[config.mk]
export PLATFORM = sky130hd
export DESIGN_NAME = smve_top
export DESIGN_NICKNAME = d
export VERILOG_FILES = /design/src/design/smve_pkg.sv /design/src/design/smve_stall_if.sv /design/src/design/smve_stall_timer.sv /design/src/design/smve_top.sv
export SDC_FILE = /design/constraint.sdc
export NUM_CORES = 2
export LEC_CHECK = 0
export ABC_AREA = 0
export BUFFER_PORTS_ARGS = -buffer_cell sky130_fd_sc_hd__buf_4
export CAP_MARGIN = 20
export CORE_ASPECT_RATIO = 1.1
export CORE_MARGIN = 3
export CORE_UTILIZATION = 60
export CTS_CLUSTER_DIAMETER = 50
export DETAILED_ROUTE_END_ITERATION = 8
export HOLD_SLACK_MARGIN = 0.1
export PLACE_DENSITY_LB_ADDON = 0.1
export SETUP_SLACK_MARGIN = 0.2
export SYNTH_ARGS = -nofsm -noshare
export SYNTH_HDL_FRONTEND = slang
export SYNTH_SLANG_ARGS = --single-unit
[constraint.sdc]
create_clock -name hclk -period 11.1 [get_ports hclk]
set_input_delay 3.33 -clock hclk [delete_from_list [all_inputs] [get_ports hclk]]
set_output_delay 3.33 -clock hclk [all_outputs]
set_load 0.02 [all_outputs]
[src/design/smve_pkg.sv]
// package: register map, field layout, reset values and states of the motion parameter block
package smve_pkg;
   // register indices as printed; byte address is four times the index
   localparam logic [7:0]  IDX_VEL_THR    = 8'h60;
   localparam logic [7:0]  IDX_STEP_TIME  = 8'h61;
   localparam logic [7:0]  IDX_LSPT_ZERO  = 8'h62;
   localparam logic [7:0]  IDX_MEAN_CFG   = 8'h63;
   localparam logic [9:0]  ADDR_VEL_THR   = {IDX_VEL_THR, 2'b00};
   localparam logic [9:0]  ADDR_STEP_TIME = {IDX_STEP_TIME, 2'b00};
   localparam logic [9:0]  ADDR_LSPT_ZERO = {IDX_LSPT_ZERO, 2'b00};
   localparam logic [9:0]  ADDR_MEAN_CFG  = {IDX_MEAN_CFG, 2'b00};
   // block-own registers
   localparam logic [9:0]  ADDR_CTRL      = 10'h000;
   localparam logic [9:0]  ADDR_STATE     = 10'h004;
   localparam logic [9:0]  ADDR_INT_STAT  = 10'h008;
   localparam logic [9:0]  ADDR_INT_MASK  = 10'h00c;
   localparam logic [9:0]  ADDR_ENC_MEAN  = 10'h010;
   localparam logic [9:0]  ADDR_EXTRA_VEL = 10'h014;
   // reset values
   localparam logic [23:0] RST_VEL_THR    = 24'h000000;
   localparam logic [31:0] RST_STEP_TIME  = 32'h00000000;
   localparam logic [31:0] RST_LSPT_ZERO  = 32'h00ffffff;
   localparam logic [31:0] RST_MEAN_CFG   = 32'h00000000;
   localparam logic [23:0] RST_EXTRA_VEL  = 24'h000000;
   localparam logic [1:0]  RST_CTRL       = 2'h0;
   localparam logic [2:0]  RST_INT        = 3'h0;
   // field positions
   localparam int ON_LIMIT_LSB   = 0;
   localparam int STALL_THR_LSB  = 8;
   localparam int BLANK_LSB      = 16;
   localparam int GAP_LSB        = 0;
   localparam int FILT_EXP_LSB   = 8;
   localparam int CTRL_CLOSED    = 0;
   localparam int CTRL_LOADSTEP  = 1;
   localparam int EV_STALL       = 0;
   localparam int EV_VARIATION   = 1;
   localparam int EV_STILL       = 2;
   // stall threshold unit is 16 clock cycles
   localparam int STALL_UNIT_SHIFT = 4;
   // variation multiplier is a fraction in 1/256 steps of the resolution
   localparam int VAR_FRAC_SHIFT   = 8;
   // operating modes
   typedef enum logic [2:0] {
      SMVE_OPEN     = 3'b001,
      SMVE_LOADSTEP = 3'b010,
      SMVE_CLOSED   = 3'b100
   } smve_mode_t;
   // blank / first-step measurement states
   typedef enum logic [2:0] {
      SMVE_S_IDLE  = 3'b001,
      SMVE_S_BLANK = 3'b010,
      SMVE_S_MEAS  = 3'b100
   } smve_stall_state_t;
endpackage

[src/design/smve_stall_if.sv]
// interface: settings and results between the main block and its stall timer
`timescale 1ns/1ps
interface smve_stall_if;
   logic [15:0] blank_len;
   logic [7:0]  stall_thr;
   logic [7:0]  on_limit;
   logic        enable;
   logic        fullstep_release;
   logic        step_edge;
   logic        pwm_on;
   logic        compare_en;
   logic        stall;
   logic        pwm_cut;
   modport host (output blank_len, stall_thr, on_limit, enable, fullstep_release,
                 step_edge, pwm_on, input compare_en, stall, pwm_cut);
   modport timer (input blank_len, stall_thr, on_limit, enable, fullstep_release,
                  step_edge, pwm_on, output compare_en, stall, pwm_cut);
endinterface

[src/design/smve_stall_timer.sv]
// module: fullstep blank interval, first-step stall check and pwm on-time cap
`timescale 1ns/1ps
module smve_stall_timer (
   // clock and reset
   input wire logic   hclk,
   input wire logic   hresetn,
   // link to the main block
   smve_stall_if.timer st
);
   smve_pkg::smve_stall_state_t state;
   smve_pkg::smve_stall_state_t next_state;
   logic [15:0] blank_cnt;
   logic [12:0] step_len;
   logic [7:0]  on_cnt;
   logic [12:0] thr_cycles;

   assign thr_cycles = {st.stall_thr, 5'h00} >> 1;

   // state sequencing: blank after each release, then time the first step
   always_comb begin
      next_state = state;
      case (state)
         smve_pkg::SMVE_S_IDLE: begin
            if (st.enable && st.fullstep_release)
               next_state = smve_pkg::SMVE_S_BLANK;
         end
         smve_pkg::SMVE_S_BLANK: begin
            if (!st.enable)
               next_state = smve_pkg::SMVE_S_IDLE;
            else if (blank_cnt >= st.blank_len)
               next_state = smve_pkg::SMVE_S_MEAS;
         end
         smve_pkg::SMVE_S_MEAS: begin
            if (!st.enable || st.step_edge)
               next_state = smve_pkg::SMVE_S_IDLE;
         end
         default: next_state = smve_pkg::SMVE_S_IDLE;
      endcase
      // a new release restarts the blank in any state
      if (st.enable && st.fullstep_release)
         next_state = smve_pkg::SMVE_S_BLANK;
   end

   always_ff @(posedge hclk or negedge hresetn) begin
      if (!hresetn)
         state <= smve_pkg::SMVE_S_IDLE;
      else
         state <= next_state;
   end

   // blank counter counts cycles since the release
   always_ff @(posedge hclk or negedge hresetn) begin
      if (!hresetn)
         blank_cnt <= 16'h0000;
      else if (st.fullstep_release)
         blank_cnt <= 16'h0001;
      else if (state == smve_pkg::SMVE_S_BLANK && blank_cnt != 16'hffff)
         blank_cnt <= blank_cnt + 16'h0001;
   end

   // first step length, saturating so a long step never wraps into a false stall
   always_ff @(posedge hclk or negedge hresetn) begin
      if (!hresetn)
         step_len <= 13'h0000;
      else if (state != smve_pkg::SMVE_S_MEAS)
         step_len <= 13'h0000;
      else if (step_len != 13'h1fff)
         step_len <= step_len + 13'h0001;
   end

   // stall pulse when the first regular step is shorter than threshold * 16
   always_ff @(posedge hclk or negedge hresetn) begin
      if (!hresetn)
         st.stall <= 1'b0;
      else
         st.stall <= (state == smve_pkg::SMVE_S_MEAS) && st.step_edge && st.enable
                     && (step_len < thr_cycles);
   end

   // pwm on-time cap: counts while pwm is on, cut once the limit is met
   always_ff @(posedge hclk or negedge hresetn) begin
      if (!hresetn)
         on_cnt <= 8'h00;
      else if (!st.pwm_on)
         on_cnt <= 8'h00;
      else if (on_cnt != 8'hff)
         on_cnt <= on_cnt + 8'h01;
   end

   assign st.pwm_cut    = st.enable && st.pwm_on && (st.on_limit != 8'h00)
                          && (on_cnt >= st.on_limit);
   assign st.compare_en = (state != smve_pkg::SMVE_S_BLANK);
endmodule

[src/design/smve_top.sv]
// module: motion parameter registers with velocity thresholds, timers and encoder mean filter
//
// The AHB-Lite interface to the registers is this design's own decision.
`timescale 1ns/1ps
// Contract
// - open loop: fullstep active while ramp velocity magnitude exceeds fullstep threshold
// - load step mode active only while ramp velocity magnitude exceeds its threshold
// - closed loop: back-EMF compensation starts once encoder velocity reaches threshold
// - load step mode caps pwm on-time during commutation at an 8-bit limit
// - stall threshold bits 15:8 count in units of 16 clock cycles
// - stall event when first regular step after blanking is shorter than threshold
// - after each fullstep release, comparison is blanked for 16-bit cycle count; the code blanks only while load step mode is selected
// - closed loop: extra velocity added to give full-angle compensation velocity
// - load step mode runs a low-speed timer with a 32-bit cycle period
// - without load step mode, mean velocity zeroed after 24-bit still timeout
// - incremental encoder samples spaced by 8-bit gap; software sets it above 32
// - absolute encoders take the sample gap from the serial request period
// - absolute encoders bound reading change by multiplier, capped at resolution
// - multiplier zero uses full encoder resolution as the permitted change
// - mean velocity filter exponent comes from bits 11:8
module smve_top (
   // clock and reset
   input  wire logic        hclk,
   input  wire logic        hresetn,
   // ahb-lite slave
   input  wire logic        hsel,
   input  wire logic [31:0] haddr,
   input  wire logic [1:0]  htrans,
   input  wire logic        hwrite,
   input  wire logic [2:0]  hsize,
   input  wire logic [31:0] hwdata,
   input  wire logic        hready,
   output logic             hreadyout,
   output logic [31:0]      hrdata,
   output logic             hresp,
   // motion inputs
   input  wire logic [31:0] ramp_velocity_now,
   input  wire logic [31:0] encoder_velocity,
   input  wire logic        encoder_change,
   input  wire logic        encoder_absolute,
   input  wire logic [7:0]  serial_request_period,
   input  wire logic [31:0] encoder_input_resolution,
   input  wire logic        serial_valid,
   input  wire logic [31:0] serial_position,
   input  wire logic        fullstep_release,
   input  wire logic        step_edge,
   input  wire logic        pwm_on,
   // mode and timer outputs
   output logic             fullstep_active,
   output logic             load_step_active,
   output logic             backemf_active,
   output logic [24:0]      backemf_full_velocity,
   output logic             compare_enable,
   output logic             pwm_cut,
   output logic             low_speed_tick,
   output logic [31:0]      filtered_encoder_velocity,
   output logic             irq
);
   // software registers
   logic [23:0] velocity_mode_threshold;
   logic [31:0] step_pwm_stall_blank_timing;
   logic [31:0] low_speed_or_zero_vel_timer;
   logic [31:0] encoder_mean_velocity_config;
   logic [23:0] backemf_extra_velocity;
   logic [1:0]  ctrl;
   logic [2:0]  int_status;
   logic [2:0]  int_mask;
   // bus data phase
   logic        wr_pend;
   logic [9:0]  wr_addr;
   logic        acc_phase;
   logic [31:0] next_rdata;
   logic        w1c_en;
   logic [2:0]  w1c_bits;
   // mode and datapath
   smve_pkg::smve_mode_t mode;
   logic [31:0] ramp_mag;
   logic [31:0] enc_mag;
   logic [31:0] lsp_cnt;
   logic [7:0]  gap_cnt;
   logic [7:0]  sample_gap;
   logic        sample_now;
   logic [23:0] still_cnt;
   logic        still_hit;
   logic        still_evt;
   logic signed [32:0] filt_diff;
   logic signed [32:0] filt_step;
   logic        have_prev;
   logic [31:0] prev_pos;
   logic [31:0] pos_delta;
   logic [39:0] var_product;
   logic [31:0] var_scaled;
   logic [31:0] var_bound;
   logic        var_evt;
   logic [7:0]  var_mult;
   logic [3:0]  filt_exp;
   logic [2:0]  events;

   smve_stall_if st ();

   smve_stall_timer u_stall (
      .hclk    (hclk),
      .hresetn (hresetn),
      .st      (st)
   );

   // ---------------- bus slave ----------------
   assign hreadyout = 1'b1;
   assign hresp     = 1'b0;
   assign acc_phase = hsel && hready && htrans[1];

   // writes land in the data phase, so the address is held one cycle
   always_ff @(posedge hclk or negedge hresetn) begin
      if (!hresetn) begin
         wr_pend <= 1'b0;
         wr_addr <= 10'h000;
      end else begin
         wr_pend <= acc_phase && hwrite;
         wr_addr <= haddr[9:0];
      end
   end

   // the parameter registers are write-only; they read back as zero
   always_comb begin
      next_rdata = 32'h00000000;
      if (haddr[31:10] == 22'h000000) begin
         case ({haddr[9:2], 2'b00})
            smve_pkg::ADDR_CTRL:      next_rdata = {30'h00000000, ctrl};
            smve_pkg::ADDR_STATE:     next_rdata = {26'h0000000, pwm_cut, compare_enable,
                                                    backemf_active, load_step_active,
                                                    fullstep_active, still_hit};
            smve_pkg::ADDR_INT_STAT:  next_rdata = {29'h00000000, int_status};
            smve_pkg::ADDR_INT_MASK:  next_rdata = {29'h00000000, int_mask};
            smve_pkg::ADDR_ENC_MEAN:  next_rdata = filtered_encoder_velocity;
            default:                  next_rdata = 32'h00000000;
         endcase
      end
   end

   // read data is registered at the address phase and stands in the data phase
   always_ff @(posedge hclk or negedge hresetn) begin
      if (!hresetn)
         hrdata <= 32'h00000000;
      else if (acc_phase && !hwrite)
         hrdata <= next_rdata;
   end

   // parameter and control register writes
   always_ff @(posedge hclk or negedge hresetn) begin
      if (!hresetn) begin
         velocity_mode_threshold      <= smve_pkg::RST_VEL_THR;
         step_pwm_stall_blank_timing  <= smve_pkg::RST_STEP_TIME;
         low_speed_or_zero_vel_timer  <= smve_pkg::RST_LSPT_ZERO;
         encoder_mean_velocity_config <= smve_pkg::RST_MEAN_CFG;
         backemf_extra_velocity       <= smve_pkg::RST_EXTRA_VEL;
         ctrl                         <= smve_pkg::RST_CTRL;
         int_mask                     <= smve_pkg::RST_INT;
      end else if (wr_pend) begin
         case (wr_addr)
            smve_pkg::ADDR_VEL_THR:    velocity_mode_threshold      <= hwdata[23:0];
            smve_pkg::ADDR_STEP_TIME:  step_pwm_stall_blank_timing  <= hwdata;
            smve_pkg::ADDR_LSPT_ZERO:  low_speed_or_zero_vel_timer  <= hwdata;
            smve_pkg::ADDR_MEAN_CFG:   encoder_mean_velocity_config <= hwdata;
            smve_pkg::ADDR_EXTRA_VEL:  backemf_extra_velocity       <= hwdata[23:0];
            smve_pkg::ADDR_CTRL:       ctrl                         <= hwdata[1:0];
            smve_pkg::ADDR_INT_MASK:   int_mask                     <= hwdata[2:0];
            default: ;
         endcase
      end
   end

   // ---------------- interrupts ----------------
   assign w1c_en   = wr_pend && (wr_addr == smve_pkg::ADDR_INT_STAT);
   assign w1c_bits = w1c_en ? hwdata[2:0] : 3'h0;
   assign events   = {still_evt, var_evt, st.stall};

   // set beats clear so an event in the clearing cycle is kept
   always_ff @(posedge hclk or negedge hresetn) begin
      if (!hresetn)
         int_status <= smve_pkg::RST_INT;
      else
         int_status <= (int_status & ~w1c_bits) | events;
   end

   assign irq = |(int_status & int_mask);

   // ---------------- mode selection ----------------
   // closed loop takes precedence: the shared 0x60 field then means back-EMF start
   always_comb begin
      if (ctrl[smve_pkg::CTRL_CLOSED])
         mode = smve_pkg::SMVE_CLOSED;
      else if (ctrl[smve_pkg::CTRL_LOADSTEP])
         mode = smve_pkg::SMVE_LOADSTEP;
      else
         mode = smve_pkg::SMVE_OPEN;
   end

   assign ramp_mag = ramp_velocity_now[31] ? (~ramp_velocity_now + 32'h00000001)
                                           : ramp_velocity_now;
   assign enc_mag  = encoder_velocity[31] ? (~encoder_velocity + 32'h00000001)
                                          : encoder_velocity;

   // threshold comparisons, registered so the mode flags are glitch free
   always_ff @(posedge hclk or negedge hresetn) begin
      if (!hresetn) begin
         fullstep_active  <= 1'b0;
         load_step_active <= 1'b0;
         backemf_active   <= 1'b0;
      end else begin
         fullstep_active  <= (mode == smve_pkg::SMVE_OPEN)
                             && (ramp_mag > {8'h00, velocity_mode_threshold});
         load_step_active <= (mode == smve_pkg::SMVE_LOADSTEP)
                             && (ramp_mag > {8'h00, velocity_mode_threshold});
         backemf_active   <= (mode == smve_pkg::SMVE_CLOSED)
                             && (enc_mag >= {8'h00, velocity_mode_threshold});
      end
   end

   // velocity at which compensation reaches its full angle
   always_ff @(posedge hclk or negedge hresetn) begin
      if (!hresetn)
         backemf_full_velocity <= 25'h0000000;
      else
         backemf_full_velocity <= {1'b0, velocity_mode_threshold}
                                  + {1'b0, backemf_extra_velocity};
   end

   // ---------------- stall timer hookup ----------------
   assign st.on_limit  = step_pwm_stall_blank_timing[smve_pkg::ON_LIMIT_LSB +: 8];
   assign st.stall_thr = step_pwm_stall_blank_timing[smve_pkg::STALL_THR_LSB +: 8];
   assign st.blank_len = step_pwm_stall_blank_timing[smve_pkg::BLANK_LSB +: 16];
   assign st.enable    = (mode == smve_pkg::SMVE_LOADSTEP);
   assign st.fullstep_release = fullstep_release;
   assign st.step_edge = step_edge;
   assign st.pwm_on    = pwm_on && load_step_active;
   assign compare_enable = st.compare_en;
   assign pwm_cut        = st.pwm_cut;

   // ---------------- low-speed timer ----------------
   // period 0 stops the timer rather than ticking every cycle
   always_ff @(posedge hclk or negedge hresetn) begin
      if (!hresetn) begin
         lsp_cnt        <= 32'h00000000;
         low_speed_tick <= 1'b0;
      end else if (mode != smve_pkg::SMVE_LOADSTEP
                   || low_speed_or_zero_vel_timer == 32'h00000000) begin
         lsp_cnt        <= 32'h00000000;
         low_speed_tick <= 1'b0;
      end else if (lsp_cnt >= low_speed_or_zero_vel_timer - 32'h00000001) begin
         lsp_cnt        <= 32'h00000000;
         low_speed_tick <= 1'b1;
      end else begin
         lsp_cnt        <= lsp_cnt + 32'h00000001;
         low_speed_tick <= 1'b0;
      end
   end

   // ---------------- encoder mean velocity ----------------
   assign filt_exp   = encoder_mean_velocity_config[smve_pkg::FILT_EXP_LSB +: 4];
   assign var_mult   = encoder_mean_velocity_config[smve_pkg::GAP_LSB +: 8];
   // absolute encoders ignore the programmed gap
   assign sample_gap = encoder_absolute ? serial_request_period
                       : encoder_mean_velocity_config[smve_pkg::GAP_LSB +: 8];
   assign sample_now = (gap_cnt >= sample_gap);

   // sample spacing counter
   always_ff @(posedge hclk or negedge hresetn) begin
      if (!hresetn)
         gap_cnt <= 8'h00;
      else if (sample_now)
         gap_cnt <= 8'h00;
      else
         gap_cnt <= gap_cnt + 8'h01;
   end

   // still timeout counts cycles since the last incremental change
   always_ff @(posedge hclk or negedge hresetn) begin
      if (!hresetn)
         still_cnt <= 24'h000000;
      else if (encoder_change || mode == smve_pkg::SMVE_LOADSTEP)
         still_cnt <= 24'h000000;
      else if (!still_hit)
         still_cnt <= still_cnt + 24'h000001;
   end

   assign still_hit = (mode != smve_pkg::SMVE_LOADSTEP) && !encoder_change
                      && (still_cnt >= low_speed_or_zero_vel_timer[23:0]);
   assign still_evt = still_hit && (still_cnt == low_speed_or_zero_vel_timer[23:0]);

   assign filt_diff = $signed({encoder_velocity[31], encoder_velocity})
                    - $signed({filtered_encoder_velocity[31], filtered_encoder_velocity});
   assign filt_step = filt_diff >>> filt_exp;

   // exponential average, held at zero while the encoder stands still
   always_ff @(posedge hclk or negedge hresetn) begin
      if (!hresetn)
         filtered_encoder_velocity <= 32'h00000000;
      else if (still_hit)
         filtered_encoder_velocity <= 32'h00000000;
      else if (sample_now)
         filtered_encoder_velocity <= filtered_encoder_velocity
                                      + filt_step[31:0];
   end

   // ---------------- serial reading variation ----------------
   assign var_product = encoder_input_resolution * var_mult;
   assign var_scaled  = var_product[smve_pkg::VAR_FRAC_SHIFT +: 32];
   assign var_bound   = (var_mult == 8'h00) ? encoder_input_resolution
                        : (var_scaled > encoder_input_resolution) ? encoder_input_resolution
                        : var_scaled;
   assign pos_delta   = (serial_position >= prev_pos) ? (serial_position - prev_pos)
                                                      : (prev_pos - serial_position);

   // compare each reading with the one before; first reading only primes
   always_ff @(posedge hclk or negedge hresetn) begin
      if (!hresetn) begin
         have_prev <= 1'b0;
         prev_pos  <= 32'h00000000;
         var_evt   <= 1'b0;
      end else begin
         var_evt <= encoder_absolute && serial_valid && have_prev
                    && (pos_delta > var_bound);
         if (!encoder_absolute) begin
            have_prev <= 1'b0;
         end else if (serial_valid) begin
            have_prev <= 1'b1;
            prev_pos  <= serial_position;
         end
      end
   end
endmodule

### Yosys cells after proc, flatten, opt, wreduce, memory -nomap -nowiden

Cells that the tools add are included.

* $add $sub $neg: 14
* multipliers: 1
* magnitude comparators: 11
* eq/ne operators: 30
* shift operators: 1
* muxes and demuxes: 33
* bitwise gates (word level): 6
* reduce and logical (&&, ||, !) cells: 48

Operators with widths (count)
* 32-bit 2-to-1 mux: 10
* 32-bit case mux with 5 select lines: 1
* 32-bit by 1-bit adder with 32-bit output, second input constant: 3
* 32-bit greater-or-equal comparator: 2
* 32-bit greater-than comparator: 2
* 32-bit NOT: 2
* 32-bit subtractor: 2
* 24-bit 2-to-1 mux: 2
* 10-bit by 9-bit equality test with 1-bit output, second input constant: 4
* 32-bit by 8-bit multiplier with 40-bit output: 1
* 33-bit by 4-bit >>> shifter with 32-bit output: 1
* 32-bit by 32-bit subtractor with 33-bit output: 1
* 32-bit adder: 1
* 32-bit by 24-bit greater-or-equal comparator with 1-bit output: 1
* 32-bit by 24-bit greater-than comparator with 1-bit output: 1
* 32-bit logical NOT: 1
* 16-bit 2-to-1 mux: 2
* 8-bit 2-to-1 mux: 4
* 32-bit by 1-bit subtractor with 32-bit output, second input constant: 1
* 13-bit 2-to-1 mux: 2
* 24-bit by 24-bit adder with 25-bit output: 1
* 24-bit by 1-bit adder with 24-bit output, second input constant: 1
* 24-bit equality test: 1
* 24-bit greater-or-equal comparator: 1
* 41 further kinds: 96

* bits in registers: 375
* word-level logic and storage cells: 172

### Logic depth before layout (Yosys ltp)

* word-level depth: 8
* depth in mapped cells: 47
* mapped depth without buffers: 45

### Hierarchy

A second synthesis with hierarchy kept.

* cell total of the unflattened synthesis: 4403
* area, all modules: 38639.6 µm²

Modules (own cells, without submodules)
* smve_top: instances 1, cells an instance 4083, area an instance 35784.3 µm², sequential area each 8388.0 µm²
* smve_stall_timer: instances 1, cells an instance 320, area an instance 2855.2 µm², sequential area each 1027.2 µm²

### Least setup slack after synthesis

No wires, ideal clock.

* path type: input-to-reg
* start point: in encoder_input_resolution[4]
* end point: reg var_evt
* library setup time: 0.142 ns
* arrival: 12.073 ns
* required time: 10.958 ns
* setup slack: -1.115 ns
* cell stages on the path: 43
* buffers on the path: 2
* cells stage by stage: clkbuf_1 > and2_1 > fa_1 > fa_1 > fa_1 > inv_1 > fa_1 > inv_1 > ha_1 > and4_1 > a221oi_1 > a21boi_1 > a21boi_1 > o21ai_1 > a31oi_1 > a221o_1 > a41o_1 > a21bo_2 > [7 not listed] > o221ai_1 > a21oi_1 > a31oi_1 > clkbuf_1 > mux2i_1 > ha_1 > a21o_1 > a21o_1 > a21o_1 > a21oi_1 > nor2b_1 > o21ai_0 > nand2b_1 > a21oi_1 > o21ai_0 > a21o_1 > a221oi_1 > a211oi_1

* longest elaborated chain between the ends: 6

Ends and longest elaborated chain
* start: declaration: RTL line smve_top.sv:42 `input wire logic [31:0] encoder_input_resolution,`
* 32-bit by 8-bit multiplier with 40-bit output: RTL line smve_top.sv:306 `assign var_product = encoder_input_resolution * var_mult;`
* 32-bit greater-than comparator: RTL line smve_top.sv:309 `: (var_scaled > encoder_input_resolution) ? encoder_input_resolution`
* 32-bit 2-to-1 mux: RTL line smve_top.sv:309
* 32-bit 2-to-1 mux (*): RTL line smve_top.sv:308 `assign var_bound = (var_mult == 8'h00) ? encoder_input_resolution`
* 32-bit greater-than comparator (*): RTL line smve_top.sv:322 `&& (pos_delta > var_bound);`
* 1-bit logical AND (*): RTL line smve_top.sv:322
* end signal: assignment: RTL line smve_top.sv:321 `var_evt <= encoder_absolute && serial_valid && have_prev`
* end: declaration: RTL line smve_top.sv:94 `logic var_evt;`

Mark *: on every way between the ends. The rest lies on a longest branch, timed or not.
A chain may end at the register's enable or synchronous reset.

### Worst setup path in the final report

* start point: in encoder_input_resolution[5]
* end point: reg var_evt

Same word-level chain as after synthesis.

==> metrics <==
Yosys reg bits 375; Overall Global Routing Usage 31.5%; VDD IR max 0.244 mV; GR Overflow Total 0; clk slew on worst S/H paths 0.06 ns; Leak Pwr 22.6 nW; utilization after layout 70.8%; DP Wirelength 82.5 mm; clk sinks 375; Synth async-reset ratio 100%; commonest non-fill, non-tap cells in the layout 492 x buf_4, 437 x inv_1, 418 x ha_1; GPL Wtd Cong 0.941; routed length per instance 18.8 um; Iter 0 DRT Violations 2301; worst min path class reg -> reg; clk_skew 0.0884 ns; syn nets 5163; syn avg cell area 8.74 um^2; area grow syn2layout 16.6%; number of enable flip-flop cells after synthesis 0; Critical Path RT 11.58 ns; Final nets 5554; CP peak stage delay 0.60 ns; first-pass GRT wire length 169 mm; sequential fraction of the synthesis area 24.8%; Detailed Routing Iterations Pass 1 6; DRC 0; Post-Synthesis Cells 4340; pre-CTS setup slack -1.02 ns; CTS tree yes; yosys warns 0; total power draw 6.85 mW; number of global-route vias before repair 32200; antenna violations before repair 5; io pins 314; clk root buf clkbuf_16; Slowest-stage cell, CP fa_2; final wirelength 105 mm; layout cell share with drive strength beyond 1 16.6%; Fmax 89.3 MHz; Arrival @ worst endpoint 11.68 ns; fin cells 5605; Crit Path Max Fanout 6; initial core utilization 60.8%; CP delay by family, top compound AO/OA/AOI/OAI gates; PortBufs 307; Crit. End Element register; Synth Cell Area 38000 um^2; MaxCap Viol Count 0; Die ar. 66300 um^2; placed cells 5506; most common cell after layout, fill and taps aside buf_4; largest net degree at the start of global routing 115; WS Path Type in -> reg; H-tree level count 2; Final Slew Violations 0; setup ws final -0.0987 ns; via count 32700; post-route ant nets 0; final hold vios 0; Primary FF master, synth dfrtp_1; TritonCTS Buffers 50; Final Cycle Share 101%; cell count along the critical path 40; Via density 5.84; Slew HR 32.1%; status complete, but fails checks; placed cell areas 42200 um^2; fin crit period 11.20 ns; pwr dens 155 nW/um^2; final setup TNS -0.0987 ns; clk_lat worst skew 0.63 ns; failing checks negative setup slack; RSZ-0062 raised after global routing yes; Max clock buf depth 3; DIE HEIGHT 270 um; die width 246 um; final setup vio count 1; core area 62500 um^2; fin area 44200 um^2; CP Buf/Inv Count 1; R2R depth 40; Min-Delay Path Depth 1; final hold slack 0.467 ns; row count 96; Worst Max-Slew Pin Slew 1.02 ns; startpoint types input pin; Cell variety after synth 89
[path summary, 6_finish.rpt]
path / slack (ns) / to / start
worst max-delay path: -0.1 / var_evt$_DFF_PN0_ / encoder_input_resolution[5]
worst min-delay path: 0.47 / int_status[0]$_DFF_PN0_ / u_stall.st.stall$_DFF_PN0_
worst max register to register: 1.75 / var_evt$_DFF_PN0_ / encoder_mean_velocity_config[7]$_DFFE_PN0P_
worst min register to register: 0.47 / int_status[0]$_DFF_PN0_ / u_stall.st.stall$_DFF_PN0_
max in group asynchronous: 6.86 / prev_pos[3]$_DFFE_PN0P_ / hresetn
min in group asynchronous: 2.70 / u_stall.blank_cnt[0]$_DFFE_PN0P_ / hresetn
[final cells by class]
| type | instances | area, um^2 |
|---|---|---|
| inverter | 443 | 1660 |
| tap | 833 | 1040 |
| clock inverter | 32 | 415 |
| clock buffer | 60 | 1370 |
| fill | 4977 | 18200 |
| sequential | 375 | 9420 |
| antenna | 1 | 2.50 |
| multi-input combinational | 3361 | 26500 |
| timing repair buffer | 500 | 3800 |
[registers in the layout (all words and copies together), names as in the netlist, 16 cells and up]
register                     cells
backemf_extra_velocity          24
backemf_full_velocity           25
filtered_encoder_velocity       32
hrdata                          32
low_speed_or_zero_vel_timer     32
lsp_cnt                         32
prev_pos                        32
step_pwm_stall_blank_timing     32
still_cnt                       24
u_stall.blank_cnt               16
velocity_mode_threshold         24
[cell usage after synthesis (8+ instances only)]
cell type / n / share of area, %
dfrtp_1: 350 / 23
and3_1: 35 / 0.58
nand3b_1: 9 / 0.18
nor2b_1: 47 / 0.77
o211ai_1: 13 / 0.26
o31ai_1: 19 / 0.38
or4_1: 8 / 0.16
inv_1: 442 / 4.4
o21a_1: 40 / 0.79
xor2_1: 99 / 2.3
nand2_1: 369 / 3.6
a21o_1: 132 / 2.6
a22o_1: 32 / 0.74
or2_2: 11 / 0.18
dfstp_2: 25 / 1.7
fa_1: 184 / 9.7
nand2b_1: 51 / 0.84
ha_1: 423 / 14
nor3_1: 56 / 0.74
nor2_1: 273 / 2.7
nand4_1: 72 / 1.2
a211oi_1: 33 / 0.65
xnor2_1: 193 / 4.5
mux2i_1: 100 / 2.6
a31oi_1: 23 / 0.38
o21ai_0: 247 / 3.3
or3_1: 20 / 0.33
buf_1: 8 / 0.079
a21oi_1: 261 / 3.4
o21bai_1: 32 / 0.63
and4_1: 20 / 0.46
o21ai_1: 11 / 0.15
a2111oi_0: 10 / 0.23
clkbuf_1: 142 / 1.4
o41ai_1: 12 / 0.28
and2_1: 213 / 3.5
mux2_2: 89 / 2.6
nor4_1: 25 / 0.41
nand3_1: 73 / 0.96
[logic make-up (layout without fill, tap and decap cells)]
group	Yosys count	count (layout)	share of synthesized area, %
buf+inv	604	1035	6.05
other cells	2	3	0.0198
simple gates	1313	1313	17.4
compound gates	954	954	15.8
mux	193	193	5.52
flops	375	375	24.8
xor+xnor	292	292	6.74
fa+ha+maj	607	607	23.7
[metal layers]
metal | GRT usage, % | vias to the layer above | wire [um]
met5 | 0 | - | 42
met2 | 52.0 | 926 | 49600
li1 | - | 15700 | -
met4 | 8.70 | 6 | 2970
met3 | 4.76 | 183 | 6830
met1 | 43.2 | 15900 | 45900
[where the power goes]
group / switching, mW / leakage, nW / total, mW / internal, mW
Clock: 0.690 / 0.868 / 1.69 / 1.00
Combinational: 2.02 / 17.1 / 3.51 / 1.49
Sequential: 0.161 / 4.65 / 1.65 / 1.49
Total: 2.87 / 22.6 / 6.85 / 3.98
[timing repair]
action                     4_1_cts  5_1_grt
setup endpoints to repair        1        1
pin swaps                       11       26
hold buffers                     0        0
gates cloned                     0        0
buffers inserted                 2        4
resized for setup               16       29
No activity file was read; power rests on OpenSTA's default activity.
